## config.mk

```make
export PLATFORM = sky130hd
export DESIGN_NAME = sls_sequencer
export DESIGN_NICKNAME = d
export VERILOG_FILES = /design/src/hdl/sls_pkg.sv /design/src/hdl/sls_sequencer.sv
export SDC_FILE = /design/constraint.sdc
export NUM_CORES = 1
export LEC_CHECK = 0
export BUFFER_PORTS_ARGS = -buffer_cell sky130_fd_sc_hd__buf_4
export CAP_MARGIN = 20
export CORE_AREA = 2 2 163 101
export DETAILED_ROUTE_END_ITERATION = 6
export DIE_AREA = 0 0 165 103
export PLACE_DENSITY = 0.65
export SETUP_SLACK_MARGIN = 0.15
export SLEW_MARGIN = 20
export SYNTH_ARGS = -nofsm -noshare
export SYNTH_HDL_FRONTEND = slang
export SYNTH_SLANG_ARGS = --single-unit
```

## constraint.sdc

```tcl
create_clock -name clock_i -period 5 [get_ports clock_i]
set_input_delay 0.25 -clock clock_i [delete_from_list [all_inputs] [get_ports clock_i]]
set_output_delay 0.25 -clock clock_i [all_outputs]
set_load 0.005 [all_outputs]
```

## src/hdl/sls_pkg.sv

```systemverilog
// constants, types and carriers of the status lamp sequencer
// assumes a 200 MHz system clock and a one millisecond time base
package sls_pkg;

	// ****************************************
	// timing
	// ****************************************
	localparam int CLK_HZ = 200_000_000;
	localparam int MS_PER_S = 1000;
	localparam int MS_CYCLES = CLK_HZ / MS_PER_S;
	localparam int POR_MS = 500;
	localparam int HOLD_SHUT_MS = 5000;
	localparam int HOLD_RELOAD_MS = 10000;
	localparam int UNMOUNT_MS = 10000;

	// ****************************************
	// blink patterns, milliseconds
	// ****************************************
	localparam int FLASH_HALF_MS = 500;
	localparam int CARD_LONG_MS = 2500;
	localparam int CARD_SHORT_MS = 250;
	localparam int FLICK_MS = 100;
	localparam int BURST_PULSES = 3;
	localparam int BURST_GAP_MS = 500;
	localparam int BURST_ON_MS = 2 * FLICK_MS * BURST_PULSES;
	localparam int NPAT = 4;
	localparam int PAT_FLASH = 0;
	localparam int PAT_CARD = 1;
	localparam int PAT_FLICK = 2;
	localparam int PAT_BURST = 3;
	localparam int PAT_W = 12;
	localparam int PERIOD_MS [NPAT] = '{2 * FLASH_HALF_MS,
		CARD_LONG_MS + CARD_SHORT_MS, 2 * FLICK_MS,
		BURST_ON_MS + BURST_GAP_MS};
	localparam int HOLD_W = 16;

	// ****************************************
	// types
	// ****************************************
	typedef enum logic [3:0] {
		PH_NO_POWER = 4'h0,
		PH_BOOT_LOADER = 4'h1,
		PH_FIRMWARE_UPDATE = 4'h2,
		PH_BOOT_HALT = 4'h3,
		PH_BOOT_DONE = 4'h4,
		PH_OS_START = 4'h5,
		PH_OS_DONE = 4'h6,
		PH_USB_UPDATE = 4'h7,
		PH_USB_UNMOUNT = 4'h8,
		PH_FEATURE_START = 4'h9,
		PH_LAN_START = 4'ha,
		PH_NORMAL = 4'hb,
		PH_SHUT_DONE = 4'hc,
		PH_COMM_DOWN = 4'hd
	} sls_phase_type;

	typedef struct packed {
		logic card_bad;
		logic booster_fitted;
		logic booster_link;
	} sls_status_type;

	typedef struct packed {
		logic green;
		logic red;
	} sls_lamp_type;

	typedef enum logic [1:0] {
		FN_NONE = 2'h0,
		FN_RESTART = 2'h1,
		FN_SHUTDOWN = 2'h2,
		FN_RELOAD = 2'h3
	} sls_func_type;

	typedef enum logic [1:0] {
		ST_POR = 2'h0,
		ST_RUN = 2'h1,
		ST_HOLD = 2'h3,
		ST_EXEC = 2'h2
	} sls_state_type;

endpackage

```

## src/hdl/sls_sequencer.sv

```systemverilog
// status lamp sequencer: phase and button hold to green and red lamps
// assumes phase and status come from logic on clock_i, button from a pin
// Function
// - power-up: green off, red on, under 1 s
// - bad card: green 2500/250, red 250/2500
// - boot loader start: green on, red off
// - firmware update: red flashes 1 Hz, then restart
// - boot halt: green off, red on, no OS
// - boot loader done: both lamps off
// - OS start green only; done both on
// - drive update: green on, red flashes 1 Hz
// - unmount: red flickers 100/100, restart after 10 s if no booster fitted
// - feature start: green burst, red on
// - network handler start: green burst, red off
// - normal: green flashes 1 Hz, red off
// - booster unlinked: both flash until linked
// - button held: red on, off 5-10 s, on
// - release runs selected function, green stops flashing
// - shutdown done: green off, red on
// - communication down or no power: both off
`timescale 1ns/1ps
module sls_sequencer #(
	parameter int MS_CYCLES = sls_pkg::MS_CYCLES,
	parameter int POR_MS = sls_pkg::POR_MS
) (
	// clock and reset
	input wire logic clock_i,
	input wire logic rst_b_i,
	// system phase and events
	input sls_pkg::sls_phase_type phase_i,
	input sls_pkg::sls_status_type status_i,
	input wire logic fw_done_i,
	// reset push-button pin, high while pressed
	input wire logic button_i,
	// lamps
	output sls_pkg::sls_lamp_type lamps_o,
	// functions started
	output sls_pkg::sls_func_type func_o,
	output logic func_valid_o,
	output logic restart_o,
	output logic os_start_ok_o
);

	initial begin
		if (MS_CYCLES < 2 || POR_MS < 1 || POR_MS >= sls_pkg::MS_PER_S)
			$error("sls_sequencer: bad timing parameters");
	end

	// ****************************************
	// millisecond tick
	// ****************************************
	localparam int TW = $clog2(MS_CYCLES);
	logic [TW-1:0] tick_cnt_q;
	logic tick;
	assign tick = (tick_cnt_q == TW'(MS_CYCLES - 1));

	always_ff @(posedge clock_i) begin
		if (!rst_b_i || tick)
			tick_cnt_q <= '0;
		else
			tick_cnt_q <= tick_cnt_q + TW'(1);
	end

	// ****************************************
	// pattern counters
	// ****************************************
	logic [sls_pkg::PAT_W-1:0] pat_q [sls_pkg::NPAT];

	generate
		for (genvar i = 0; i < sls_pkg::NPAT; i++) begin : g_pat
			localparam logic [sls_pkg::PAT_W-1:0] LAST =
				sls_pkg::PAT_W'(sls_pkg::PERIOD_MS[i] - 1);
			always_ff @(posedge clock_i) begin
				if (!rst_b_i)
					pat_q[i] <= '0;
				else if (tick)
					pat_q[i] <= (pat_q[i] == LAST) ? '0 :
						pat_q[i] + sls_pkg::PAT_W'(1);
			end
		end
	endgenerate

	// three on/off pulses, then a gap
	function automatic logic burst_on(input logic [sls_pkg::PAT_W-1:0] c);
		logic [sls_pkg::PAT_W-1:0] slot;
		slot = sls_pkg::PAT_W'(c / sls_pkg::FLICK_MS);
		burst_on = (c < sls_pkg::PAT_W'(sls_pkg::BURST_ON_MS)) && !slot[0];
	endfunction

	logic flash, card_g, card_r, flick, burst;
	assign flash = pat_q[sls_pkg::PAT_FLASH] <
		sls_pkg::PAT_W'(sls_pkg::FLASH_HALF_MS);
	assign card_g = pat_q[sls_pkg::PAT_CARD] <
		sls_pkg::PAT_W'(sls_pkg::CARD_LONG_MS);
	assign card_r = !card_g;
	assign flick = pat_q[sls_pkg::PAT_FLICK] <
		sls_pkg::PAT_W'(sls_pkg::FLICK_MS);
	assign burst = burst_on(pat_q[sls_pkg::PAT_BURST]);

	// ****************************************
	// button synchroniser
	// ****************************************
	logic btn_meta_q, btn_q;

	always_ff @(posedge clock_i) begin
		if (!rst_b_i) begin
			btn_meta_q <= 1'b0;
			btn_q <= 1'b0;
		end else begin
			btn_meta_q <= button_i;
			btn_q <= btn_meta_q;
		end
	end

	// ****************************************
	// sequencer state
	// ****************************************
	sls_pkg::sls_state_type state_q;
	logic [9:0] por_ms_q;
	logic [sls_pkg::HOLD_W-1:0] hold_ms_q;
	sls_pkg::sls_func_type sel_fn;
	logic normal, release_ev;

	assign normal = (phase_i == sls_pkg::PH_NORMAL);
	assign release_ev = (state_q == sls_pkg::ST_HOLD) && !btn_q;

	always_comb begin
		if (hold_ms_q < sls_pkg::HOLD_W'(sls_pkg::HOLD_SHUT_MS))
			sel_fn = sls_pkg::FN_RESTART;
		else if (hold_ms_q < sls_pkg::HOLD_W'(sls_pkg::HOLD_RELOAD_MS))
			sel_fn = sls_pkg::FN_SHUTDOWN;
		else
			sel_fn = sls_pkg::FN_RELOAD;
	end

	always_ff @(posedge clock_i) begin
		if (!rst_b_i)
			por_ms_q <= '0;
		else if (state_q == sls_pkg::ST_POR && tick)
			por_ms_q <= por_ms_q + 10'(1);
	end

	always_ff @(posedge clock_i) begin
		if (!rst_b_i) begin
			state_q <= sls_pkg::ST_POR;
		end else begin
			unique case (state_q)
			sls_pkg::ST_POR:
				if (tick && por_ms_q == 10'(POR_MS - 1))
					state_q <= sls_pkg::ST_RUN;
			sls_pkg::ST_RUN:
				if (normal && btn_q)
					state_q <= sls_pkg::ST_HOLD;
			sls_pkg::ST_HOLD:
				if (!btn_q)
					state_q <= sls_pkg::ST_EXEC;
				else if (!normal)
					state_q <= sls_pkg::ST_RUN;
			sls_pkg::ST_EXEC:
				if (!normal)
					state_q <= sls_pkg::ST_RUN;
			endcase
		end
	end

	always_ff @(posedge clock_i) begin
		if (!rst_b_i || state_q == sls_pkg::ST_RUN)
			hold_ms_q <= '0;
		else if (state_q == sls_pkg::ST_HOLD && tick && !(&hold_ms_q))
			hold_ms_q <= hold_ms_q + sls_pkg::HOLD_W'(1);
	end

	always_ff @(posedge clock_i) begin
		if (!rst_b_i) begin
			func_o <= sls_pkg::FN_NONE;
			func_valid_o <= 1'b0;
		end else begin
			func_valid_o <= release_ev;
			if (release_ev)
				func_o <= sel_fn;
		end
	end

	// ****************************************
	// restart and boot halt
	// ****************************************
	logic [sls_pkg::HOLD_W-1:0] unm_ms_q;
	logic unm_run, unm_exp;

	assign unm_run = (phase_i == sls_pkg::PH_USB_UNMOUNT) &&
		!status_i.booster_fitted;
	assign unm_exp = unm_run && tick &&
		unm_ms_q == sls_pkg::HOLD_W'(sls_pkg::UNMOUNT_MS - 1);

	always_ff @(posedge clock_i) begin
		if (!rst_b_i || !unm_run)
			unm_ms_q <= '0;
		else if (tick && unm_ms_q != sls_pkg::HOLD_W'(sls_pkg::UNMOUNT_MS))
			unm_ms_q <= unm_ms_q + sls_pkg::HOLD_W'(1);
	end

	always_ff @(posedge clock_i) begin
		if (!rst_b_i)
			restart_o <= 1'b0;
		else
			restart_o <= unm_exp || (fw_done_i &&
				phase_i == sls_pkg::PH_FIRMWARE_UPDATE);
	end

	always_ff @(posedge clock_i) begin
		if (!rst_b_i)
			os_start_ok_o <= 1'b1;
		else if (phase_i == sls_pkg::PH_BOOT_HALT)
			os_start_ok_o <= 1'b0;
	end

	// ****************************************
	// lamp decode
	// ****************************************
	sls_pkg::sls_lamp_type lamp_d;
	logic hold_red;

	assign hold_red = (sel_fn != sls_pkg::FN_SHUTDOWN);

	always_comb begin
		lamp_d = '{green: 1'b0, red: 1'b0};
		if (state_q == sls_pkg::ST_POR) begin
			lamp_d = '{green: 1'b0, red: 1'b1};
		end else if (status_i.card_bad) begin
			lamp_d = '{green: card_g, red: card_r};
		end else begin
			unique case (phase_i)
			sls_pkg::PH_BOOT_LOADER, sls_pkg::PH_OS_START:
				lamp_d = '{green: 1'b1, red: 1'b0};
			sls_pkg::PH_FIRMWARE_UPDATE, sls_pkg::PH_USB_UPDATE:
				lamp_d = '{green: 1'b1, red: flash};
			sls_pkg::PH_BOOT_HALT, sls_pkg::PH_SHUT_DONE:
				lamp_d = '{green: 1'b0, red: 1'b1};
			sls_pkg::PH_OS_DONE:
				lamp_d = '{green: 1'b1, red: 1'b1};
			sls_pkg::PH_USB_UNMOUNT:
				lamp_d = '{green: 1'b1, red: flick};
			sls_pkg::PH_FEATURE_START:
				lamp_d = '{green: burst, red: 1'b1};
			sls_pkg::PH_LAN_START:
				lamp_d = '{green: burst, red: 1'b0};
			sls_pkg::PH_NORMAL:
				if (state_q == sls_pkg::ST_HOLD)
					lamp_d = '{green: flash, red: hold_red};
				else if (state_q == sls_pkg::ST_EXEC)
					lamp_d = '{green: 1'b0, red: hold_red};
				else if (status_i.booster_fitted &&
					!status_i.booster_link)
					lamp_d = '{green: flash, red: flash};
				else
					lamp_d = '{green: flash, red: 1'b0};
			default:
				lamp_d = '{green: 1'b0, red: 1'b0};
			endcase
		end
	end

	always_ff @(posedge clock_i) begin
		if (!rst_b_i)
			lamps_o <= '{green: 1'b0, red: 1'b1};
		else
			lamps_o <= lamp_d;
	end

	logic run_plain;
	assign run_plain = state_q != sls_pkg::ST_POR && !status_i.card_bad;
endmodule

```

==> parameters.txt, run 1 <==
Parameter                              Value

Status
  Run status    complete, no violations

Flow run
  Number of max-cap violations    0

Timing
  Sum of negative setup slack    0 ns
  Worst hold slack after final layout    0.0650 ns
  Max-slew violation count    0
  Max_slew headroom    33.0%
  Tcrit/Tclk final    84.5%
  RSZ-0062 raised after global routing    no
  Final setup viols    0
  Transition time of the tightest slew-check pin    1.01 ns
  Maximum operating frequency    237 MHz
  Final hold viol count    0
  Worst clock skew    0.0172 ns
  Fin crit period    4.23 ns

Placed design
  IO buf count    17
  Post-detailed-placement cell area    0.00716 mm^2
  Total placed cells including tap cells    979
  Final estimated routing congestion in global placement    0.925
  Half-perimeter wire length after placement    9620 um

Logic synthesis
  Number of flops mapped to enable cells by yosys    48
  Async set-or-reset flop fraction in the synthesized netlist    0%
  Gate Count Post-Synth    773
  Most used DFF post-synth    dfxtp_1
  Part of the Yosys area used for sequential elements    41.8%
  Syn_area_per_cell    8.86 um^2
  Post-synthesis cell type count    81
  Number of storage elements in the synthesis netlist    119
  Number of warnings issued by yosys    0
  Post-synthesis instance area    0.00685 mm^2
  Post-Syn Nets    796

Pwr
  Cell leakage power    0.00271 uW
  Maximum resistive drop on vdd    0.198 mV
  Power density over the cells    301 mW/mm^2

Clock tree
  Clock Latency Late Sink    0.41 ns
  Clock sink count    119
  TritonCTS clock tree    yes
  H-tree depth    4
  CTS buffer count    17
  Setup bufs post-CTS    0
  Post-CTS Hold Buffers    0
  Post-CTS resize count    0
  CTS Root Cell    clkbuf_16
  Clock Path Buffers    2
  CTS clock-pin slew for the worst setup and hold paths    0.06 ns

Route
  Number of optimization iterations in the first detailed-route pass    4
  Detailed-route via count    5,445
  Total routed wirelength    13,800 um
  Count of antenna-violating nets left after detailed routing    0
  Starting DRC count in detailed routing    378
  Detail-routed net length per standard cell    13.6 um
  Via/cell ratio    5.39
  DRC violation count after routing    0

Die
  Area of the placeable core    0.0157 mm^2
  Die extent in x    165 um
  FP Rows    36
  Die Area    0.0170 mm^2
  Vertical die dimension    103 um
  Number of ports placed on the die boundary    18
  Initial standard-cell utilization of the core    43.6%

Layout
  Top library cells by usage in the layout, fill and taps aside    nor2_1 (131), dfxtp_1 (71), nand2_1 (69)
  Synth-to-Final Area Change    12.5%
  Number of fill cells in the layout    1,473
  Final net count    812
  Utilization of the core after routing    49.0%
  Post-layout instance count excluding filler cells    1,011
  Ratio of cells with drive above 1 in the final layout    10.7%
  Most common library cell in the layout ignoring fill and taps    nor2_1
  Total non-filler cell area in the finished layout    0.00771 mm^2
  Antenna cell count    0

Critical path
  CP max-delay cell    or4_1
  Category of cells accounting for the largest share of critical-path delay    compound AO/OA/AOI/OAI gates
  Kind of start point of the critical path    register
  Worst reg2reg path startpoint    pat_q[3][9]
  Slack of the worst reg-to-reg path    0.77 ns
  Endpoint required time on the critical path    5.33 ns
  Worst-path cell chain    buf_4 > or3_4 > and2_1 > ha_1 > and3b_1 > nand3_1 > a32oi_1 > o211ai_1 > a2bb2oi_2 > o221a_4 > o31ai_4 > or4_1 > a221oi_2 > nor3_1 > a31oi_1
  Buffer and inverter count on the worst path    1
  End of the worst register-to-register path    lamps_o[1]
  Endpoint class of the critical path    register
  Class of the most critical setup path    register to register
  Slowest cell delay on critical path    0.44 ns
  Arrival time reported for the critical path endpoint    4.55 ns
  Crit path max fanout    13
  R2r worst-path depth    15

Global routing
  Initial antenna violation count    0
  Global-route wire length before repair    22,900 um
  Global-route total usage across every layer    16.9%
  Overflow after GRT    0
  Largest net degree at the start of global routing    46
  Via count of the first global-routing pass    4,698

Worst hold path
  Worst hold path startpoint    button_i
  Type of the tightest min-delay check    primary input to register
  Terminating pin of the worst hold path    btn_meta_q
  Hold depth    2
==> synth_stat cells (5+ instances only) <==
cell | n | area (um^2)
and2_1 | 16 | 100
and3_1 | 21 | 131
ha_1 | 12 | 150
edfxtp_1 | 48 | 1440
nand2_1 | 69 | 259
nor4_1 | 6 | 37.5
a31oi_1 | 6 | 37.5
xnor2_1 | 36 | 315
dfxtp_1 | 71 | 1420
o21ai_0 | 24 | 120
buf_2 | 6 | 30.0
nand4_1 | 15 | 93.8
or3_1 | 17 | 106
nor2b_1 | 6 | 37.5
nand3_1 | 47 | 235
o211ai_1 | 7 | 52.6
xor2_1 | 52 | 455
a21oi_1 | 19 | 95.1
nor3_1 | 18 | 90.1
or4_1 | 5 | 37.5
nor2_1 | 131 | 492
inv_1 | 24 | 90.1
clkbuf_1 | 15 | 56.3
==> per-stage QoR <==
stage	power (uW)	setup WS, ns
CTS	2350	0.805
finish	2320	0.775
global placement	1230	0.928
floorplan	1190	1.31
detailed placement	1230	0.854
global route	2420	0.471
==> state kept, by name, summed over array words and instances (netlist names), 2 cells and up <==
register    count
tick_cnt_q     18
state_q         2
func_o          2
pat_q          48
hold_ms_q      16
unm_ms_q       16
por_ms_q       10
lamps_o         2
==> power breakdown <==
group	switching (uW)	leakage (uW)	internal, uW	total (uW)
Sequential	24.0	0.00107	1030	1050
Combinational	95.7	0.00137	67.5	163
Clock	457	0.000269	651	1110
==> cell families after synthesis <==
family | Yosys count | share of synthesized area [%]
AOI/OAI and AO/OA | 115 | 13.2
adders and majority gates | 12 | 2.19
DFF | 119 | 41.8
buffers and inverters | 51 | 3.18
xor gates and xnor gates | 88 | 11.3
and+or+nand+nor | 382 | 27.4
muxes | 6 | 0.913
==> final cells by class <==
class | instances | area, um^2 | share of cell area (%)
tap | 209 | 262 | 3.39
clock inverter | 13 | 95.1 | 1.23
inverter | 25 | 93.8 | 1.22
timing repair buffer | 23 | 173 | 2.24
multi-input combinational | 603 | 3780 | 49.0
clock buffer | 19 | 443 | 5.75
sequential | 119 | 2860 | 37.1
==> routing by layer <==
| layer | part of all wire, % | track usage, % |
|---|---|---|
| met3 | 5.0 | 4.67 |
| met4 | 0.79 | 4.95 |
| met5 | 0 | 0 |
| met1 | 56 | 26.3 |
| met2 | 38 | 22.2 |
==> worst max path at each step <==
stage	from	to	slack, ns	cells after the start
2_1_floorplan	pat_q[3][7]	lamps_o[1]	1.31	14
3_3_place_gp	pat_q[3][9]	lamps_o[1]	0.93	15
3_5_place_dp	pat_q[3][9]	lamps_o[1]	0.85	16
4_1_cts	pat_q[3][9]	lamps_o[1]	0.80	15
5_1_grt	pat_q[3][9]	lamps_o[1]	0.47	15
6_report	pat_q[3][9]	lamps_o[1]	0.77	15
Note: power is estimated with default switching activity, not from simulation.
==> run 2, diff against run 1 <==
==> constraint.sdc (replaced) <==
create_clock -name clock_i -period 4.25 [get_ports clock_i]
set_input_delay 0.2125 -clock clock_i [delete_from_list [all_inputs] [get_ports clock_i]]
set_output_delay 0.2125 -clock clock_i [all_outputs]
set_load 0.005 [all_outputs]
==> run 2 against run 1 <==
Against the previous run:
- cell count increased by 0.79%
- register-to-register slack got worse by 0.51 ns
- first-iteration DRC count grew 23%
- non-clock buffer count grew 8
- critical endpoint unchanged
- highest routed layer unchanged
==> parameters.txt, run 2 (synthesis gave the netlist of run 1 again) <==
Parameter                              Value

Status
  Run status    complete, no violations

Critical path
  Worst reg2reg path startpoint    pat_q[3][9]
  Crit path max fanout    8
  Arrival time reported for the critical path endpoint    4.32 ns
  Class of the most critical setup path    register to register
  Endpoint required time on the critical path    4.58 ns
  Slowest cell delay on critical path    0.48 ns
  Endpoint class of the critical path    register
  Critical Path Start    pat_q[3][9]
  Slack of the worst reg-to-reg path    0.27 ns
  Worst-path cell chain    or3_4 > and2_1 > ha_1 > and3b_2 > a211o_1 > o211ai_1 > o211a_4 > and2_1 > o211ai_1 > o31ai_4 > xor2_1 > nand3_1 > a221o_1 > a31oi_1
  Kind of start point of the critical path    register
  CP max-delay cell    o31ai_4

Worst hold path
  Worst hold path startpoint    status_i[2]
  Type of the tightest min-delay check    primary input to register

Layout
  Most common library cell in the layout ignoring fill and taps    nor2_1
  Most flop-heavy register    pat_q
  Final net count    820
  Synth-to-Final Area Change    15.2%
  Largest register FFs    48
  Antenna cell count    0
  Leading registers by flop count    pat_q: 48 flops, tick_cnt_q: 18 flops
  Ratio of cells with drive above 1 in the final layout    13.1%
  Top library cells by usage in the layout, fill and taps aside    nor2_1 (131), dfxtp_1 (71), nand2_1 (69)

Timing
  Tcrit/Tclk final    93.7%
  Sum of negative setup slack    0 ns
  Worst clock skew    0.0105 ns
  Maximum operating frequency    251 MHz
  Max_slew headroom    33.4%
  Final setup viols    0
  Final hold viol count    0
  Transition time of the tightest slew-check pin    0.983 ns
  Fin crit period    3.98 ns
  Worst hold slack after final layout    0.0405 ns
  RSZ-0062 raised after global routing    no
  Max-slew violation count    0

Route
  DR top layer    met4
  Detailed-route via count    5,503
  Count of antenna-violating nets left after detailed routing    0
  Via/cell ratio    5.40
  Met1 routed wirelength after detailed routing    8130 um
  Detail-routed net length per standard cell    14.5 um
  Met2 Routed Length    5720 um
  Length of routed met3 wiring    774 um
  Total routed wirelength    14,700 um
  Starting DRC count in detailed routing    466
  DRC violation count after routing    0
  Number of optimization iterations in the first detailed-route pass    4

Pwr
  Cell leakage power    0.00278 uW
  Maximum resistive drop on vdd    0.272 mV
  Power density over the cells    358 mW/mm^2

Die
  Die Area    0.0170 mm^2
  Area of the placeable core    0.0157 mm^2
  FP Rows    36
  Initial standard-cell utilization of the core    43.6%
  Die extent in x    165 um
  Vertical die dimension    103 um
  Number of ports placed on the die boundary    18

Placed design
  Half-perimeter wire length after placement    10,000 um
  IO buf count    17
  Final estimated routing congestion in global placement    0.945

Clock tree
  Clock sink count    119
  Clock Latency Late Sink    0.41 ns
  Clock Path Buffers    2
  CTS clock-pin slew for the worst setup and hold paths    0.06 ns
  CTS buffer count    17
  CTS Root Cell    clkbuf_16
  TritonCTS clock tree    yes
  H-tree depth    4

Global routing
  Overflow after GRT    0
  Largest net degree at the start of global routing    43
  Global-route total usage across every layer    17.9%
  Global-route wire length before repair    24,300 um
  Initial antenna violation count    0
  Via count of the first global-routing pass    4,876

Flow run
  Number of max-cap violations    0
[run 2: changes by cell type in the layout (fill, tap and decap cells not counted), moves of 2 or more]
cell	change
a31oi_2	+2
nand3_2	+3
nand3_1	-3
a31oi_1	-2
buf_4	+6
inv_8	+2
a211oi_1	-2
[run 2: cell type report]
class	count	area [um^2]
Clock inverter	14	113
Fill cell	1439	7830
Multi-Input combinational cell	603	3860
Sequential cell	119	2860
Inverter	25	93.8
Timing Repair Buffer	31	248
Clock buffer	18	450
Tap cell	209	262
[run 2: final timing paths]
check / endpoint / cells after the start
hold reg to reg: btn_q / 1
hold / removal: lamps_o[0] / 2
setup reg to reg: lamps_o[1] / 14
setup / recovery: lamps_o[1] / 14
[run 2: metrics by stage]
stage                     total power, uW  cell area (um^2)  util (%)  cells  worst slack (ns)
after floorplan                      1400              6850         -    773             0.555
after global placement               1450              7200      45.8    982             0.383
after detailed placement             1450              7210      45.8    983             0.271
after CTS                            2840              7780      49.5   1016             0.249
after global routing                 2920              7890      50.2   1019            0.0701
final                                2830              7890      50.2   1019             0.268
[run 2: critical path: cells and delay by family, from the launching register on]
kind / cells / cell delay [ns]
flip-flops: 1 / 0.39
AND/OR/NAND/NOR: 5 / 1.17
AO/OA/AOI/OAI: 7 / 1.85
adder cells (fa/ha/maj): 1 / 0.32
XOR/XNOR: 1 / 0.19
[run 2: layer usage]
layer / track usage, % / vias up
met4: 4.88 / 0
met1: 28.0 / 2543
li1: - / 2802
met2: 23.9 / 145
met3: 4.63 / 13
met5: 0 / -
[run 2: report_power, final]
part           total, uW  internal [uW]  leakage, uW  switching (uW)
clock               1370            795     0.000281             579
combinational        222           93.3      0.00144             129
sequential          1230           1210      0.00107            25.1
total               2830           2090      0.00278             733
[run 2: repair_timing]
| action | 4_1_cts | 5_1_grt |
|---|---|---|
| buffers inserted | 0 | 3 |
| gates resized for setup | 0 | 18 |
| setup endpoints to repair | 0 | 1 |
| endpoints found under the hold margin | 1 | 0 |
| hold buffers | 1 | 0 |
